`src/vdip_map.vh`:
```
// vdip_map.vh: constants for the two-wire register port of the video decoder
// assumes inclusion by bare name from the port's design files
`ifndef VDIP_MAP_VH
`define VDIP_MAP_VH
`define VDIP_CORE_CLK_HZ 50000000
`define VDIP_SCL_MAX_HZ 400000
`define VDIP_BYTE_BITS 4'h8
`define VDIP_ACK_BIT 4'h8
`define VDIP_ADDR_GND 7'h21
`define VDIP_ADDR_VDD 7'h20
`define VDIP_ADDR_SDA 7'h22
`define VDIP_STRAP_GND 2'h0
`define VDIP_STRAP_VDD 2'h1
`define VDIP_STRAP_SDA 2'h2
`define VDIP_PTR_RESET 8'h00
`define VDIP_DIR_READ 1'b1
`endif

```
`src/vdip_regmem.v`:
```
// vdip_regmem.v: register storage behind the serial port
// assumes one clock; read data comes out of a register one cycle after the address
`timescale 1ns/1ps
`default_nettype none
module vdip_regmem #(
  parameter AW = 4,
  parameter DW = 8
) (
  input wire clk,
  input wire resetn,
  input wire ce,
  input wire wr_en,
  input wire [7:0] addr,
  input wire [DW-1:0] wr_data,
  output reg [DW-1:0] rd_data
);
  localparam DEPTH = 1 << AW;
  reg [DW-1:0] mem [0:DEPTH-1];
  wire [AW-1:0] idx = addr[AW-1:0];
  wire in_range = (addr >> AW) == 8'h00;

  always @(posedge clk) begin
    if (ce && wr_en && in_range) begin
      mem[idx] <= wr_data;
    end
  end

  // out-of-range pointers read as zero rather than aliasing
  always @(posedge clk or negedge resetn) begin
    if (!resetn) begin
      rd_data <= {DW{1'b0}};
    end else if (ce) begin
      rd_data <= in_range ? mem[idx] : {DW{1'b0}};
    end
  end
endmodule
`default_nettype wire

```
`src/vdip_port.v`:
```
// vdip_port.v: two-wire serial slave port, top of the register port
// assumes SCL and SDA arrive asynchronous; oversampled by CORE_CLK at 50 MHz
// Behaviour
// - works with master clock at any rate up to 400 kHz; master starts all.
// - each byte is eight bits plus one acknowledge clock.
// - data line only pulled low or released; clock line never driven.
// - one bit per clock; data changes only while clock low.
// - start is data falling with clock high; stop is data rising.
// - repeated start keeps transaction open and decodes fresh address byte.
// - stop recognised at any bit position; master avoids stop with start.
// - first byte is seven-bit address MSB first then direction bit.
// - address chosen by strap; grounded strap answers 0x42 and 0x43.
// - acknowledge by holding data low for whole ninth clock.
// - matching read address acknowledged before data is sent.
// - first written byte loads pointer, writes no register.
// - further written bytes stored at pointer, pointer then increments.
// - read address right after start resets pointer to zero.
// - indexed read: write address, index, repeated start, read address.
// - read bits shifted out so valid at rising clock edge.
// - pointer advances after each read byte.
// - stop after any number of read bytes releases data line.
`timescale 1ns/1ps
`default_nettype none
`include "vdip_map.vh"
module vdip_port #(
  parameter AW = 4
) (
  input wire CORE_CLK,
  input wire RESETN,
  input wire CLK_EN,
  input wire SCL_IN,
  input wire SDA_IN,
  output wire SDA_OUT,
  output wire SDA_OE,
  input wire [1:0] ADDR_STRAP,
  output reg [7:0] REG_PTR,
  output reg [7:0] WR_DATA,
  output reg WR_STROBE,
  output wire BUS_BUSY
);
  localparam ST_IDLE = 3'h0;
  localparam ST_ADDR = 3'h1;
  localparam ST_PTR = 3'h2;
  localparam ST_WDATA = 3'h3;
  localparam ST_RDATA = 3'h4;
  localparam ST_IGNORE = 3'h5;

  ////////////////////////////////////////////////////////////////////////////
  // synchronisers and line edges
  reg [1:0] scl_sync_reg, sda_sync_reg;
  reg scl_d_reg, sda_d_reg;
  always @(posedge CORE_CLK or negedge RESETN) begin
    if (!RESETN) begin
      scl_sync_reg <= 2'h3;
      sda_sync_reg <= 2'h3;
      scl_d_reg <= 1'b1;
      sda_d_reg <= 1'b1;
    end else if (CLK_EN) begin
      scl_sync_reg <= {scl_sync_reg[0], SCL_IN};
      sda_sync_reg <= {sda_sync_reg[0], SDA_IN};
      scl_d_reg <= scl_sync_reg[1];
      sda_d_reg <= sda_sync_reg[1];
    end
  end
  wire scl = scl_sync_reg[1];
  wire sda = sda_sync_reg[1];
  // oversampling by 125x of 400 kHz leaves ample margin for edge order
  wire scl_rise = scl & ~scl_d_reg;
  wire scl_fall = ~scl & scl_d_reg;
  wire start_det = scl & scl_d_reg & sda_d_reg & ~sda;
  wire stop_det = scl & scl_d_reg & ~sda_d_reg & sda;

  ////////////////////////////////////////////////////////////////////////////
  // strap capture after reset release
  reg [6:0] my_addr_reg;
  reg strap_done_reg;
  always @(posedge CORE_CLK or negedge RESETN) begin
    if (!RESETN) begin
      my_addr_reg <= `VDIP_ADDR_GND;
      strap_done_reg <= 1'b0;
    end else if (CLK_EN && !strap_done_reg) begin
      strap_done_reg <= 1'b1;
      case (ADDR_STRAP)
        `VDIP_STRAP_VDD: my_addr_reg <= `VDIP_ADDR_VDD;
        `VDIP_STRAP_SDA: my_addr_reg <= `VDIP_ADDR_SDA;
        default: my_addr_reg <= `VDIP_ADDR_GND;
      endcase
    end
  end

  ////////////////////////////////////////////////////////////////////////////
  // register storage
  wire [7:0] rd_data;
  reg mem_wr_reg;
  vdip_regmem #(.AW(AW), .DW(8)) u_mem (
    .clk(CORE_CLK),
    .resetn(RESETN),
    .ce(CLK_EN),
    .wr_en(mem_wr_reg),
    .addr(REG_PTR),
    .wr_data(WR_DATA),
    .rd_data(rd_data)
  );

  ////////////////////////////////////////////////////////////////////////////
  // bit engine
  reg [2:0] state_reg;
  reg [3:0] bit_cnt_reg;
  reg [7:0] shift_reg;
  reg sda_low_reg;
  reg ack_phase_reg;
  reg rd_ack_ok_reg;
  reg fresh_start_reg;
  wire [7:0] rx_byte = {shift_reg[6:0], sda};

  assign SDA_OUT = 1'b0;
  assign SDA_OE = sda_low_reg;
  // a foreign address leaves the port quiet, so it does not count as busy
  assign BUS_BUSY = (state_reg != ST_IDLE) && (state_reg != ST_IGNORE);

  always @(posedge CORE_CLK or negedge RESETN) begin
    if (!RESETN) begin
      state_reg <= ST_IDLE;
      bit_cnt_reg <= 4'h0;
      shift_reg <= 8'h00;
      sda_low_reg <= 1'b0;
      ack_phase_reg <= 1'b0;
      rd_ack_ok_reg <= 1'b0;
      fresh_start_reg <= 1'b0;
      REG_PTR <= `VDIP_PTR_RESET;
      WR_DATA <= 8'h00;
      WR_STROBE <= 1'b0;
      mem_wr_reg <= 1'b0;
    end else if (CLK_EN) begin
      WR_STROBE <= 1'b0;
      mem_wr_reg <= 1'b0;
      if (stop_det) begin
        state_reg <= ST_IDLE;
        sda_low_reg <= 1'b0;
        ack_phase_reg <= 1'b0;
      end else if (start_det) begin
        // repeated start in an active transfer keeps the pointer; a start from idle or ignore marks reset
        fresh_start_reg <= (state_reg == ST_IDLE) || (state_reg == ST_IGNORE);
        state_reg <= ST_ADDR;
        bit_cnt_reg <= 4'h0;
        sda_low_reg <= 1'b0;
        ack_phase_reg <= 1'b0;
      end else if (state_reg != ST_IDLE && state_reg != ST_IGNORE) begin
        if (scl_rise && !ack_phase_reg && state_reg != ST_RDATA) begin
          shift_reg <= rx_byte;
          bit_cnt_reg <= bit_cnt_reg + 4'h1;
        end
        if (scl_rise && ack_phase_reg && state_reg == ST_RDATA) begin
          rd_ack_ok_reg <= ~sda;
        end
        if (scl_fall) begin
          if (ack_phase_reg) begin
            // ninth clock over: release, then pick next phase
            ack_phase_reg <= 1'b0;
            bit_cnt_reg <= 4'h0;
            sda_low_reg <= 1'b0;
            if (state_reg == ST_RDATA) begin
              if (rd_ack_ok_reg) begin
                // pointer settled long before; an extra cycle here would miss
                // the low half of a fast clock
                shift_reg <= rd_data;
                sda_low_reg <= ~rd_data[7];
              end else begin
                state_reg <= ST_IGNORE;
              end
            end
          end else if (state_reg == ST_RDATA) begin
            if (bit_cnt_reg == `VDIP_ACK_BIT - 4'h1) begin
              ack_phase_reg <= 1'b1;
              sda_low_reg <= 1'b0;
              REG_PTR <= REG_PTR + 8'h01;
            end else begin
              shift_reg <= {shift_reg[6:0], 1'b0};
              sda_low_reg <= ~shift_reg[6];
              bit_cnt_reg <= bit_cnt_reg + 4'h1;
            end
          end else if (bit_cnt_reg == `VDIP_BYTE_BITS) begin
            ack_phase_reg <= 1'b1;
            case (state_reg)
              ST_ADDR: begin
                if (shift_reg[7:1] == my_addr_reg) begin
                  sda_low_reg <= 1'b1;
                  if (shift_reg[0] == `VDIP_DIR_READ) begin
                    state_reg <= ST_RDATA;
                    bit_cnt_reg <= 4'h0;
                    if (fresh_start_reg) begin
                      REG_PTR <= `VDIP_PTR_RESET;
                    end
                  end else begin
                    state_reg <= ST_PTR;
                  end
                end else begin
                  state_reg <= ST_IGNORE;
                  ack_phase_reg <= 1'b0;
                end
              end
              ST_PTR: begin
                REG_PTR <= shift_reg;
                sda_low_reg <= 1'b1;
                state_reg <= ST_WDATA;
              end
              ST_WDATA: begin
                WR_DATA <= shift_reg;
                WR_STROBE <= 1'b1;
                mem_wr_reg <= 1'b1;
                sda_low_reg <= 1'b1;
              end
              default: state_reg <= ST_IGNORE;
            endcase
          end
        end
      end
      // pointer advance after a write lands one cycle after the strobe
      if (mem_wr_reg) begin
        REG_PTR <= REG_PTR + 8'h01;
      end
    end
  end

endmodule
`default_nettype wire

```
`config.mk`:
```
export PLATFORM = sky130hd
export DESIGN_NAME = vdip_port
export DESIGN_NICKNAME = d
export VERILOG_FILES = /design/src/vdip_regmem.v /design/src/vdip_port.v
export VERILOG_INCLUDE_DIRS = /design/src
export SDC_FILE = /design/constraint.sdc
export NUM_CORES = 1
export LEC_CHECK = 0
export CORE_UTILIZATION = 68
export CTS_CLUSTER_DIAMETER = 120
export CTS_CLUSTER_SIZE = 25
export DETAILED_ROUTE_END_ITERATION = 8
export DONT_BUFFER_PORTS = 1
export GPL_TIMING_DRIVEN = 0
export PLACE_DENSITY = 0.85
export SYNTH_ARGS = -nofsm -noshare
export SYNTH_HDL_FRONTEND = slang
export SYNTH_SLANG_ARGS = --single-unit
```
`constraint.sdc`:
```
create_clock -name CORE_CLK -period 8.3 [get_ports CORE_CLK]
set_clock_uncertainty 0.2 [all_clocks]
set_input_delay 0.83 -clock CORE_CLK [delete_from_list [all_inputs] [get_ports CORE_CLK]]
set_output_delay 0.83 -clock CORE_CLK [all_outputs]
set_load 0.02 [all_outputs]
```
==> results by group, run 1 <==
Run status
  – Status: completed

Die
  – Std cell rows: 39
  – Die Y-Extent: 110.3 um
  – Initial Utilization: 69.79%
  – Ports: 27
  – Die width: 110.3 um
  – Core area: 11,420 um^2
  – Die area: 12,160 um^2

STA
  – Slew Limit Fails: 0
  – Worst-Margin Slew: 1338 ps
  – Worst Slack Setup Final: 4732 ps
  – Final Setup Violations: 0
  – Slew HR: 10.12%
  – Minimum clock period: 3568 ps
  – Fmax: 280.3 MHz
  – RSZ-0062 raised after global routing: no
  – Fin Setup TNS: 0 ps
  – Final hold vios: 0
  – Crit share post-route: 42.98%

Critical path
  – Crit-path max FO: 10
  – Delay-heaviest family, CP: simple AND/OR/NAND/NOR gates
  – CP peak stage delay: 1060 ps
  – Slowest cell on crit path: nor3_1
  – Critical path data required time: 8140 ps
  – Crit path buffers/inverters: 3
  – Crit-path cells: clkbuf_1 > buf_1 > inv_1 > ha_1 > nand2_1 > nor3_1
  – R2r setup slk: 4730 ps
  – Type of origin of the critical path: flip-flop
  – Critical path data arrival time: 3400 ps
  – WS Path Type: flip-flop to flip-flop
  – CP Capture Type: flip-flop

Placement
  – Dpl cells: 673
  – Port Buf Inserts: 0
  – Post-detail-place hpwl: 11,940 um
  – Dpl ws: 4799 ps
  – Gp weighted congestion: 0.8974

Global routing
  – GRT Overall Usage: 35.09%
  – First-pass GRT wire length: 29,300 um
  – Largest net degree at the start of global routing: 47
  – Gr ovfl total: 0
  – Vias in the first global route: 5,036
  – Antenna violations before repair: 0

CTS
  – CTS Buf Count: 17
  – Htree depth: 4
  – CTS clk-pin slew, worst paths: 70 ps
  – Clock Path Buffers: 2
  – Root Buffer: clkbuf_16
  – Post-CTS sizing: 0
  – Clock Sinks: 181
  – Clock latency on the worst-skew pair: 430 ps
  – CTS tree: done

Yosys
  – Post-Syn Instances: 529
  – Seq/Total Area, Yosys: 64.99%
  – Asr flop ratio synth: 29.28%
  – Mapped Nets: 543
  – EDFF count, synth: 128
  – Syn avg cell area: 15.06 um^2
  – Mapped Area: 7969 um^2
  – Number of distinct library cells after synthesis: 65
  – Yosys reg bits: 181
  – Top FF cell, synth: edfxtp_1
  – Synth warn: 0

Route
  – Via count: 5,140
  – Post-DRT Antenna Nets: 0
  – Wirelength per Cell: 27.63 um
  – Final wirelength: 19,510 um
  – Pre-Repair DR Iteration Count: 5
  – Vias per cell: 7.280
  – Residual DRC: 0
  – 1st-iter DRT viols: 756

Power and ir drop
  – Clock Power Share: 40.5%
  – Cell-internal power: 1.629 mW
  – Flop pwr share: 48.2%
  – Switching Share: 25.64%
  – Lkg Pwr: 3.166 nW
  – Sw Pwr: 0.5616 mW
  – Worst VDD drop: 0.2562 mV
  – Total power: 2.190 mW
  – Power Density: 247.6 nW/um^2
  – Combinational Power Share: 11.3%

Cells and area
  – Ant diodes: 0
  – Largest Register: u_mem.mem
  – Fin nets: 564
  – Post-layout util: 77.48%
  – Multi-input logic area: 2623 um^2
  – Share of layout cells above drive strength 1: 17.94%
  – Storage cell area: 5179 um^2
  – Filler Cells Inserted: 634
  – Max reg flops: 128
  – Layout area overhead: 11.02%
  – Final std cells w/o fill: 706

Run
  – Maxcap violations: 0

Worst hold path
  – Worst hold path type: input pin to asynchronous set/reset pin
-- cell usage after synthesis (3+ instances only) --
cell type | instances | share of area, %
nand3b_1 | 3 | 0.28
clkbuf_1 | 26 | 1.2
mux2_2 | 16 | 2.3
nor3b_1 | 3 | 0.28
nand4_1 | 3 | 0.24
edfxtp_1 | 128 | 48
mux2i_1 | 21 | 2.6
o2bb2ai_1 | 6 | 0.66
nor4_1 | 7 | 0.55
a21o_1 | 12 | 1.1
a32oi_1 | 3 | 0.33
a2111oi_0 | 3 | 0.33
o211ai_1 | 3 | 0.28
dfstp_2 | 7 | 2.3
buf_1 | 6 | 0.28
nand3_1 | 12 | 0.75
xor2_1 | 3 | 0.33
o31ai_1 | 5 | 0.47
nor3_1 | 14 | 0.88
or2_2 | 3 | 0.24
o21ai_0 | 14 | 0.88
a22oi_1 | 10 | 0.94
a21oi_1 | 10 | 0.63
inv_1 | 10 | 0.47
nor2_1 | 21 | 0.99
mux4_2 | 32 | 9.0
o22ai_1 | 15 | 1.2
and3_1 | 3 | 0.24
ha_1 | 7 | 1.1
nand2_1 | 30 | 1.4
a31oi_1 | 3 | 0.24
dfrtp_1 | 46 | 14
-- timing repair --
item,CTS,global route
hold endpoints to repair,46,0
setup endpoints to repair,0,0
buffers inserted,0,0
hold buffers,1,0
-- metrics by stage --
step	area, um^2	hold WS (ps)
5_1_grt	8847	17.07
2_1_floorplan	7969	237.9
3_5_place_dp	8162	259.7
3_3_place_gp	8148	255.0
6_report	8847	35.56
4_1_cts	8841	26.87
-- logic make-up (layout without fill, tap and decap cells) --
logic type / Yosys count / count (layout) / synth area share, %
DFF: 181 / 181 / 64.99
AOI/OAI and AO/OA: 103 / 103 / 9.217
adders and majority gates: 7 / 7 / 1.099
buffers and inverters: 45 / 79 / 2.261
xor gates and xnor gates: 5 / 5 / 0.5496
and+or+nand+nor: 118 / 118 / 7.898
muxes: 69 / 69 / 13.94
other: 1 / 1 / 0.04706
-- final cells by class --
cell class,count,area share [%]
clock buffers,17,4.808
multi-input cells,303,29.64
inverters,11,0.4667
flip-flops and latches,181,58.53
well taps,143,2.022
clock inverters,15,2.560
repair buffers,2,0.3960
plain buffers,34,1.570
-- path summary, 6_finish.rpt --
| check | from | to | cells past startpoint |
|---|---|---|---|
| worst min-delay path | RESETN | sda_d_reg$_DFFE_PN1P_ | 0 |
| worst max-delay path | REG_PTR[0]$_DFFE_PN0P_ | u_mem.mem[0][7]$_DFFE_PP_ | 6 |
| min in group CORE_CLK | u_mem.rd_data[5]$_DFFE_PN0P_ | u_mem.rd_data[5]$_DFFE_PN0P_ | 1 |
| worst min register to register | u_mem.rd_data[5]$_DFFE_PN0P_ | u_mem.rd_data[5]$_DFFE_PN0P_ | 1 |
| max in group asynchronous | RESETN | SDA_OE$_DFFE_PN0P_ | 1 |
| worst max register to register | REG_PTR[0]$_DFFE_PN0P_ | u_mem.mem[0][7]$_DFFE_PP_ | 6 |
-- power groups by stage --
stage / clock network, mW / registers (mW) / logic (mW)
2_1_floorplan: 0 / 1.05 / 0.181
3_3_place_gp: 0 / 1.07 / 0.221
3_5_place_dp: 0 / 1.07 / 0.228
4_1_cts: 0.886 / 1.05 / 0.239
5_1_grt: 0.922 / 1.06 / 0.266
6_report: 0.887 / 1.06 / 0.246
-- placed cells by master (no fill, tap or decap), types with 5 or more instances in the layout --
cell type | synthesis | final
nand3_1 | 12 | 12
buf_1 | 6 | 6
dfrtp_1 | 46 | 46
inv_1 | 10 | 10
o31ai_1 | 5 | 5
a21o_1 | 12 | 12
clkbuf_1 | 26 | 26
nor3_1 | 14 | 14
mux2_2 | 16 | 16
mux4_2 | 32 | 32
ha_1 | 7 | 7
o22ai_1 | 15 | 15
a22oi_1 | 10 | 10
nand2_1 | 30 | 30
mux2i_1 | 21 | 21
o2bb2ai_1 | 6 | 6
o21ai_0 | 14 | 14
a21oi_1 | 10 | 10
nor4_1 | 7 | 5
clkbuf_16 | 0 | 17
edfxtp_1 | 128 | 128
dfstp_2 | 7 | 7
nor2_1 | 21 | 21
bufinv_16 | 0 | 5
-- layer usage --
| layer | up-vias | GRT usage (%) | wire [um] |
|---|---|---|---|
| met3 | 57 | 7.819 | 1878 |
| li1 | 2141 | - | - |
| met2 | 355 | 55.15 | 9567 |
| met5 | - | 0 | 0 |
| met1 | 2587 | 46.79 | 7403 |
| met4 | 0 | 17.39 | 658 |
(Power assumes the default switching activity.)
==> run 2, diff against run 1 <==
--- a/config.mk
+++ b/config.mk
@@ -6,13 +6,13 @@
 export SDC_FILE = /design/constraint.sdc
 export NUM_CORES = 1
 export LEC_CHECK = 0
-export CORE_UTILIZATION = 68
+export CORE_UTILIZATION = 63
 export CTS_CLUSTER_DIAMETER = 120
 export CTS_CLUSTER_SIZE = 25
 export DETAILED_ROUTE_END_ITERATION = 8
 export DONT_BUFFER_PORTS = 1
 export GPL_TIMING_DRIVEN = 0
-export PLACE_DENSITY = 0.85
+export PLACE_DENSITY = 0.8
 export SYNTH_ARGS = -nofsm -noshare
 export SYNTH_HDL_FRONTEND = slang
 export SYNTH_SLANG_ARGS = --single-unit
==> constraint.sdc (replaced) <==
create_clock -name CORE_CLK -period 3.54 [get_ports CORE_CLK]
set_clock_uncertainty 0.2 [all_clocks]
set_input_delay 0.354 -clock CORE_CLK [delete_from_list [all_inputs] [get_ports CORE_CLK]]
set_output_delay 0.354 -clock CORE_CLK [all_outputs]
set_load 0.02 [all_outputs]
==> results by group, run 2 (same netlist as run 1, synthesis figures left out) <==
Power and ir drop
  – Worst VDD drop: 0.4178 mV (+63%)
  – Switching Share: 25.92% (+0.28 points)
  – Clock Power Share: 36.2% (-4.3 points)
  – Cell-internal power: 3.546 mW (+120%)
  – Total power: 4.787 mW (+120%)
  – Sw Pwr: 1.241 mW (+120%)
  – Flop pwr share: 51.7% (+3.5 points)
  – Power Density: 542.5 nW/um^2 (+120%)
  – Combinational Power Share: 12.1% (+0.8 points)
  – Lkg Pwr: 3.127 nW (-1.2%)

Global routing
  – Largest net degree at the start of global routing: 54 (+15%)
  – First-pass GRT wire length: 28,980 um (-1.1%)
  – Vias in the first global route: 4,979 (-1.1%)
  – Antenna violations before repair: 0 (unchanged)
  – Gr ovfl total: 0 (unchanged)
  – GRT Overall Usage: 31.12% (-4.0 points)

STA
  – Minimum clock period: 3331 ps (-236.6 ps)
  – RSZ-0062 raised after global routing: no
  – Slew Limit Fails: 0 (unchanged)
  – Final Setup Violations: 0 (unchanged)
  – Worst-Margin Slew: 1045 ps (-292.7 ps)
  – Final hold slack: 64.23 ps (+28.67 ps)
  – Fmax: 300.2 MHz (+7.1%)
  – Final hold vios: 0 (unchanged)
  – Slew HR: 29.78% (+20 points)
  – Fin Setup TNS: 0 ps (unchanged)
  – Crit share post-route: 94.09% (+51 points)

Run
  – Maxcap violations: 0 (unchanged)

Route
  – Final wirelength: 18,620 um (-4.5%)
  – Pre-Repair DR Iteration Count: 5 (unchanged)
  – Vias per cell: 6.801 (-6.6%)
  – Post-DRT Antenna Nets: 0 (unchanged)
  – 1st-iter DRT viols: 524 (-31%)
  – Wirelength per Cell: 25.33 um (-8.3%)
  – Via count: 4,999 (-2.7%)
  – Residual DRC: 0 (unchanged)

CTS
  – CTS tree: done
  – Post-CTS setup buffers: 0 (unchanged)
  – Root Buffer: clkbuf_16
  – CTS Buf Count: 17 (unchanged)
  – Clock latency on the worst-skew pair: 420 ps (about the same)
  – Clock Sinks: 181 (unchanged)
  – CTS clk-pin slew, worst paths: 60 ps (about the same)
  – Clock Path Buffers: 2 (unchanged)
  – Htree depth: 4 (unchanged)

Cells and area
  – Max reg flops: 128 (unchanged)
  – Most common cell after layout, fill and taps aside: edfxtp_1
  – Final std cells w/o fill: 735 (+4.1%)
  – Ant diodes: 0 (unchanged)
  – Largest Register: u_mem.mem
  – Final Instance Area: 8825 um^2 (-0.25%)
  – Most frequent cells in the layout: 128 x edfxtp_1, 46 x dfrtp_1, 32 x mux4_2
  – Layout area overhead: 10.74%
  – Fin nets: 568 (+0.71%)
  – Share of layout cells above drive strength 1: 17.81% (-0.13 points)

Critical path
  – Critical path data arrival time: 3440 ps (+40 ps)
  – CP Capture Type: flip-flop
  – WS Path Type: flip-flop to flip-flop
  – Critical path data required time: 3650 ps (-4490 ps)
  – Crit-path max FO: 10 (unchanged)
  – Type of origin of the critical path: flip-flop

Die
  – Die width: 114.5 um (+3.8%)
  – Ports: 27 (unchanged)
  – Core area: 12,160 um^2 (+6.5%)
  – Std cell rows: 40 (+2.6%)
  – Die Y-Extent: 114.5 um (+3.8%)
  – Die area: 13,100 um^2 (+7.8%)
  – Initial Utilization: 65.52% (-4.3 points)

Placement
  – Port Buf Inserts: 0 (unchanged)
  – Post-detail-place hpwl: 11,960 um (+0.15%)
  – Placed standard-cell area: 8193 um^2 (+0.38%)
  – Dpl cells: 698 (+3.7%)
  – Gp weighted congestion: 0.8969 (about the same)

Run status
  – Status: completed

Worst hold path
  – Worst hold path type: input pin to flip-flop
run 2: cell count changes in the layout (fill, tap and decap cells not counted), sizes merged:
cell and delta:
inv -2, clkinv -2, dlygate4sd3 +4, clkinvlp +2
clkbuf +6, bufinv -4
run 2: final cells by class:
| class | instances | area [um^2] |
|---|---|---|
| Multi-Input combinational cell | 303 | 2643 |
| Fill cell | 781 | 3337 |
| Clock buffer | 23 | 457.9 |
| Clock inverter | 9 | 80.08 |
| Buffer | 34 | 138.9 |
| Timing Repair Buffer | 6 | 75.07 |
| Tap cell | 168 | 210.2 |
| Inverter | 11 | 41.29 |
| Sequential cell | 181 | 5179 |
run 2: power by group through the flow:
stage	clock, mW	sequential [mW]	combinational [mW]
after floorplan	0	2.46	0.425
after global placement	0	2.51	0.528
after detailed placement	0	2.51	0.543
after global routing	1.83	2.48	0.627
after CTS	1.74	2.47	0.568
final	1.73	2.48	0.579
run 2: through the flow:
stage | setup WS, ps | utilization [%]
6_report | 209.1 | 72.56
4_1_cts | 125.3 | 72.35
2_1_floorplan | 853.7 | -
3_3_place_gp | 61.65 | 67.25
3_5_place_dp | 112.8 | 67.37
5_1_grt | 24.82 | 72.56
run 2: per-layer routing:
| layer | global-route usage [%] | up-vias | routed length [um] |
|---|---|---|---|
| li1 | - | 2149 | - |
| met1 | 42.79 | 2544 | 7528 |
| met2 | 49.90 | 275 | 9218 |
| met3 | 8.100 | 31 | 1579 |
| met4 | 8.745 | 0 | 294 |
| met5 | 0 | - | 0 |
run 2: what timing repair did:
action,in CTS,in global routing
hold buffers,5,0
setup endpoints to repair,0,32
endpoints found under the hold margin,56,0
gates resized for setup,0,4
run 2: path summary, 6_finish.rpt:
check | start | endpoint | slack, ps | cells past startpoint
max | REG_PTR[0]$_DFFE_PN0P_ | u_mem.rd_data[5]$_DFFE_PN0P_ | 210 | 6
min | ADDR_STRAP[0] | my_addr_reg[0]$_DFFE_PN1P_ | 60 | 3
max reg2reg | REG_PTR[0]$_DFFE_PN0P_ | u_mem.rd_data[5]$_DFFE_PN0P_ | 210 | 6
min reg2reg | fresh_start_reg$_DFFE_PN0P_ | fresh_start_reg$_DFFE_PN0P_ | 300 | 2
max in group asynchronous | RESETN | scl_sync_reg[0]$_DFFE_PN1P_ | 2580 | 2
min in group asynchronous | RESETN | state_reg[1]$_DFFE_PN0P_ | 260 | 2
run 2: worst max-delay path, cell delays in order, from the launching register on:
cell and delay (ps):
dfrtp_1 550, clkbuf_1 500, buf_1 700, mux4_2 620, mux2i_1 320, o22ai_1 160
a21o_1 180
==> run 3, diff against run 2 <==
==> constraint.sdc (replaced) <==
create_clock -name CORE_CLK -period 3.8 [get_ports CORE_CLK]
set_clock_uncertainty 0.2 [all_clocks]
set_input_delay 0.38 -clock CORE_CLK [delete_from_list [all_inputs] [get_ports CORE_CLK]]
set_output_delay 0.38 -clock CORE_CLK [all_outputs]
set_load 0.02 [all_outputs]
==> results by group, run 3 (same netlist as run 1, synthesis figures left out) <==
Die
  – Die width: 114.5 um (unchanged)
  – Die area: 13,100 um^2 (unchanged)
  – Initial Utilization: 65.52% (unchanged)
  – Core area: 12,160 um^2 (unchanged)
  – Std cell rows: 40 (unchanged)
  – Die Y-Extent: 114.5 um (unchanged)
  – Ports: 27 (unchanged)

STA
  – Crit share post-route: 91.28% (-2.8 points)
  – Fmax: 288.3 MHz (-4.0%)
  – Minimum clock period: 3468 ps (+137.6 ps)
  – Slew HR: 13.99% (-16 points)
  – Slew Limit Fails: 0 (unchanged)
  – Final hold slack: 27.69 ps (-36.54 ps)
  – Fin Setup TNS: 0 ps (unchanged)
  – Final Setup Violations: 0 (unchanged)
  – Final hold vios: 0 (unchanged)
  – RSZ-0062 raised after global routing: no
  – Worst-Margin Slew: 1280 ps (+235.0 ps)

Route
  – Pre-Repair DR Iteration Count: 5 (unchanged)
  – Final wirelength: 18,600 um (-0.12%)
  – 1st-iter DRT viols: 468 (-11%)
  – Residual DRC: 0 (unchanged)
  – Via count: 5,020 (+0.42%)
  – Wirelength per Cell: 25.34 um (about the same)
  – Vias per cell: 6.839 (+0.56%)
  – Post-DRT Antenna Nets: 0 (unchanged)

CTS
  – Htree depth: 4 (unchanged)
  – CTS tree: done
  – Clock Path Buffers: 2 (unchanged)
  – CTS clk-pin slew, worst paths: 60 ps (about the same)
  – Root Buffer: clkbuf_16
  – Clock latency on the worst-skew pair: 420 ps (about the same)
  – Post-CTS sizing: 0 (unchanged)
  – Clock Sinks: 181 (unchanged)
  – CTS Buf Count: 17 (unchanged)

Global routing
  – Largest net degree at the start of global routing: 54 (unchanged)
  – First-pass GRT wire length: 28,950 um (about the same)
  – GRT Overall Usage: 31.09% (about the same)
  – Vias in the first global route: 4,979 (unchanged)
  – Gr ovfl total: 0 (unchanged)
  – Antenna violations before repair: 0 (unchanged)

Worst hold path
  – Worst hold path type: input pin to flip-flop
  – Worst Hold Path EP: my_addr_reg[0]$_DFFE_PN1P_
  – Hold Crit Depth: 2 (-1)
  – Hold Startpoint: ADDR_STRAP[1]

Power and ir drop
  – Cell-internal power: 3.303 mW (-6.9%)
  – Power Density: 507.3 nW/um^2 (-6.5%)
  – Switching Share: 25.97% (+0.048 points)
  – Sw Pwr: 1.159 mW (-6.6%)
  – Lkg Pwr: 3.118 nW (-0.30%)
  – Worst VDD drop: 0.3892 mV (-6.8%)
  – Flop pwr share: 51.7% (about the same)
  – Total power: 4.462 mW (-6.8%)
  – Clock Power Share: 36.2% (about the same)
  – Combinational Power Share: 12.1% (about the same)

Critical path
  – Type of origin of the critical path: flip-flop
  – Delay-heaviest family, CP: simple AND/OR/NAND/NOR gates
  – Critical path data arrival time: 3300 ps (-140 ps)
  – R2r setup slk: 330 ps (+120 ps)
  – Critical path data required time: 3630 ps (-20 ps)
  – Slowest cell on crit path: nor3_1
  – WS Path Type: flip-flop to flip-flop
  – Crit-path max FO: 9 (-1)
  – Crit path buffers/inverters: 2 (unchanged)
  – Worst r2r dst: u_mem.mem[3][7]$_DFFE_PP_
  – Crit-path cells: clkbuf_1 > inv_1 > nor3_1 > nand2_1 > nor3_1
  – CP dominant cell by count: nor3_1
  – Worst r2r src: mem_wr_reg$_DFFE_PN0P_
  – CP Capture Type: flip-flop
  – CP peak stage delay: 1010 ps (+310 ps)
  – R2R depth: 5 (-1)

Run status
  – Status: completed

Cells and area
  – Share of layout cells above drive strength 1: 17.14% (-0.68 points)
  – Most common cell after layout, fill and taps aside: edfxtp_1
  – Multi-input logic area: 2623 um^2 (-0.76%)
  – Fin nets: 567 (-0.18%)
  – Max reg flops: 128 (unchanged)
  – Storage cell area: 5179 um^2 (unchanged)
  – Largest Register: u_mem.mem
  – Filler Cells Inserted: 787 (+0.77%)
  – Layout area overhead: 10.36%
  – Most frequent cells in the layout: 128 x edfxtp_1, 46 x dfrtp_1, 32 x mux4_2
  – Post-layout util: 72.31% (-0.25 points)
  – Ant diodes: 0 (unchanged)

Placement
  – Post-detail-place hpwl: 11,960 um (unchanged)
  – Port Buf Inserts: 0 (unchanged)
  – Gp weighted congestion: 0.8969 (unchanged)

Run
  – Maxcap violations: 0 (unchanged)
[run 3: cell count changes in the layout (fill, tap and decap cells not counted)]
cell,delta
dlygate4sd3_1,-1
nor3_1,+4
nor3_2,-4
[run 3: per-stage QoR]
| stage | cells | instance area, um^2 | setup WS [ps] |
|---|---|---|---|
| floorplan | 529 | 7969 | 1114 |
| global placement | 697 | 8179 | 321.6 |
| detailed placement | 698 | 8193 | 372.8 |
| CTS | 734 | 8788 | 385.3 |
| global route | 734 | 8795 | 137.8 |
| finish | 734 | 8795 | 331.5 |
[run 3: repair_timing]
action,CTS,global route
hold buffers,4,0
buffers inserted,0,0
endpoints found under the hold margin,55,0
[run 3: per-layer routing]
metal / track usage, % / routed length, um / vias up
met5: 0 / 0 / -
met4: 8.831 / 338 / 0
met3: 7.941 / 1518 / 34
met2: 49.86 / 9096 / 266
met1: 42.83 / 7645 / 2575
li1: - / - / 2145
[run 3: area by class of cell]
class,count,share of cell area (%)
Multi-Input combinational cell,303,29.82
Timing Repair Buffer,5,0.7398
Clock inverter,9,0.9105
Tap cell,168,2.390
Inverter,11,0.4695
Buffer,34,1.579
Clock buffer,23,5.207
Sequential cell,181,58.88
[run 3: power by group through the flow]
stage	clock network, mW	logic, mW	registers [mW]
finish	1.62	0.540	2.31
global placement	0	0.492	2.33
CTS	1.62	0.528	2.30
floorplan	0	0.396	2.30
detailed placement	0	0.505	2.34
global route	1.70	0.582	2.31
[run 3: worst max path at each step]
stage                      startpoint                    endpoint  slack, ps  cells past startpoint
4_1_cts        mem_wr_reg$_DFFE_PN0P_   u_mem.mem[2][1]$_DFFE_PP_        390                      5
3_5_place_dp   mem_wr_reg$_DFFE_PN0P_   u_mem.mem[2][5]$_DFFE_PP_        370                      5
6_report       mem_wr_reg$_DFFE_PN0P_   u_mem.mem[3][7]$_DFFE_PP_        330                      5
2_1_floorplan  REG_PTR[5]$_DFFE_PN0P_   u_mem.mem[0][0]$_DFFE_PP_       1110                      4
3_3_place_gp   mem_wr_reg$_DFFE_PN0P_  u_mem.mem[15][3]$_DFFE_PP_        320                      3
5_1_grt        mem_wr_reg$_DFFE_PN0P_   u_mem.mem[3][7]$_DFFE_PP_        140                      5
[run 3: worst register-to-register path: cells and delay by family, from the launching register on]
| kind | cells | cell delay, ps |
|---|---|---|
| DFF | 1 | 490 |
| and+or+nand+nor | 3 | 1660 |
| buffers and inverters | 2 | 740 |
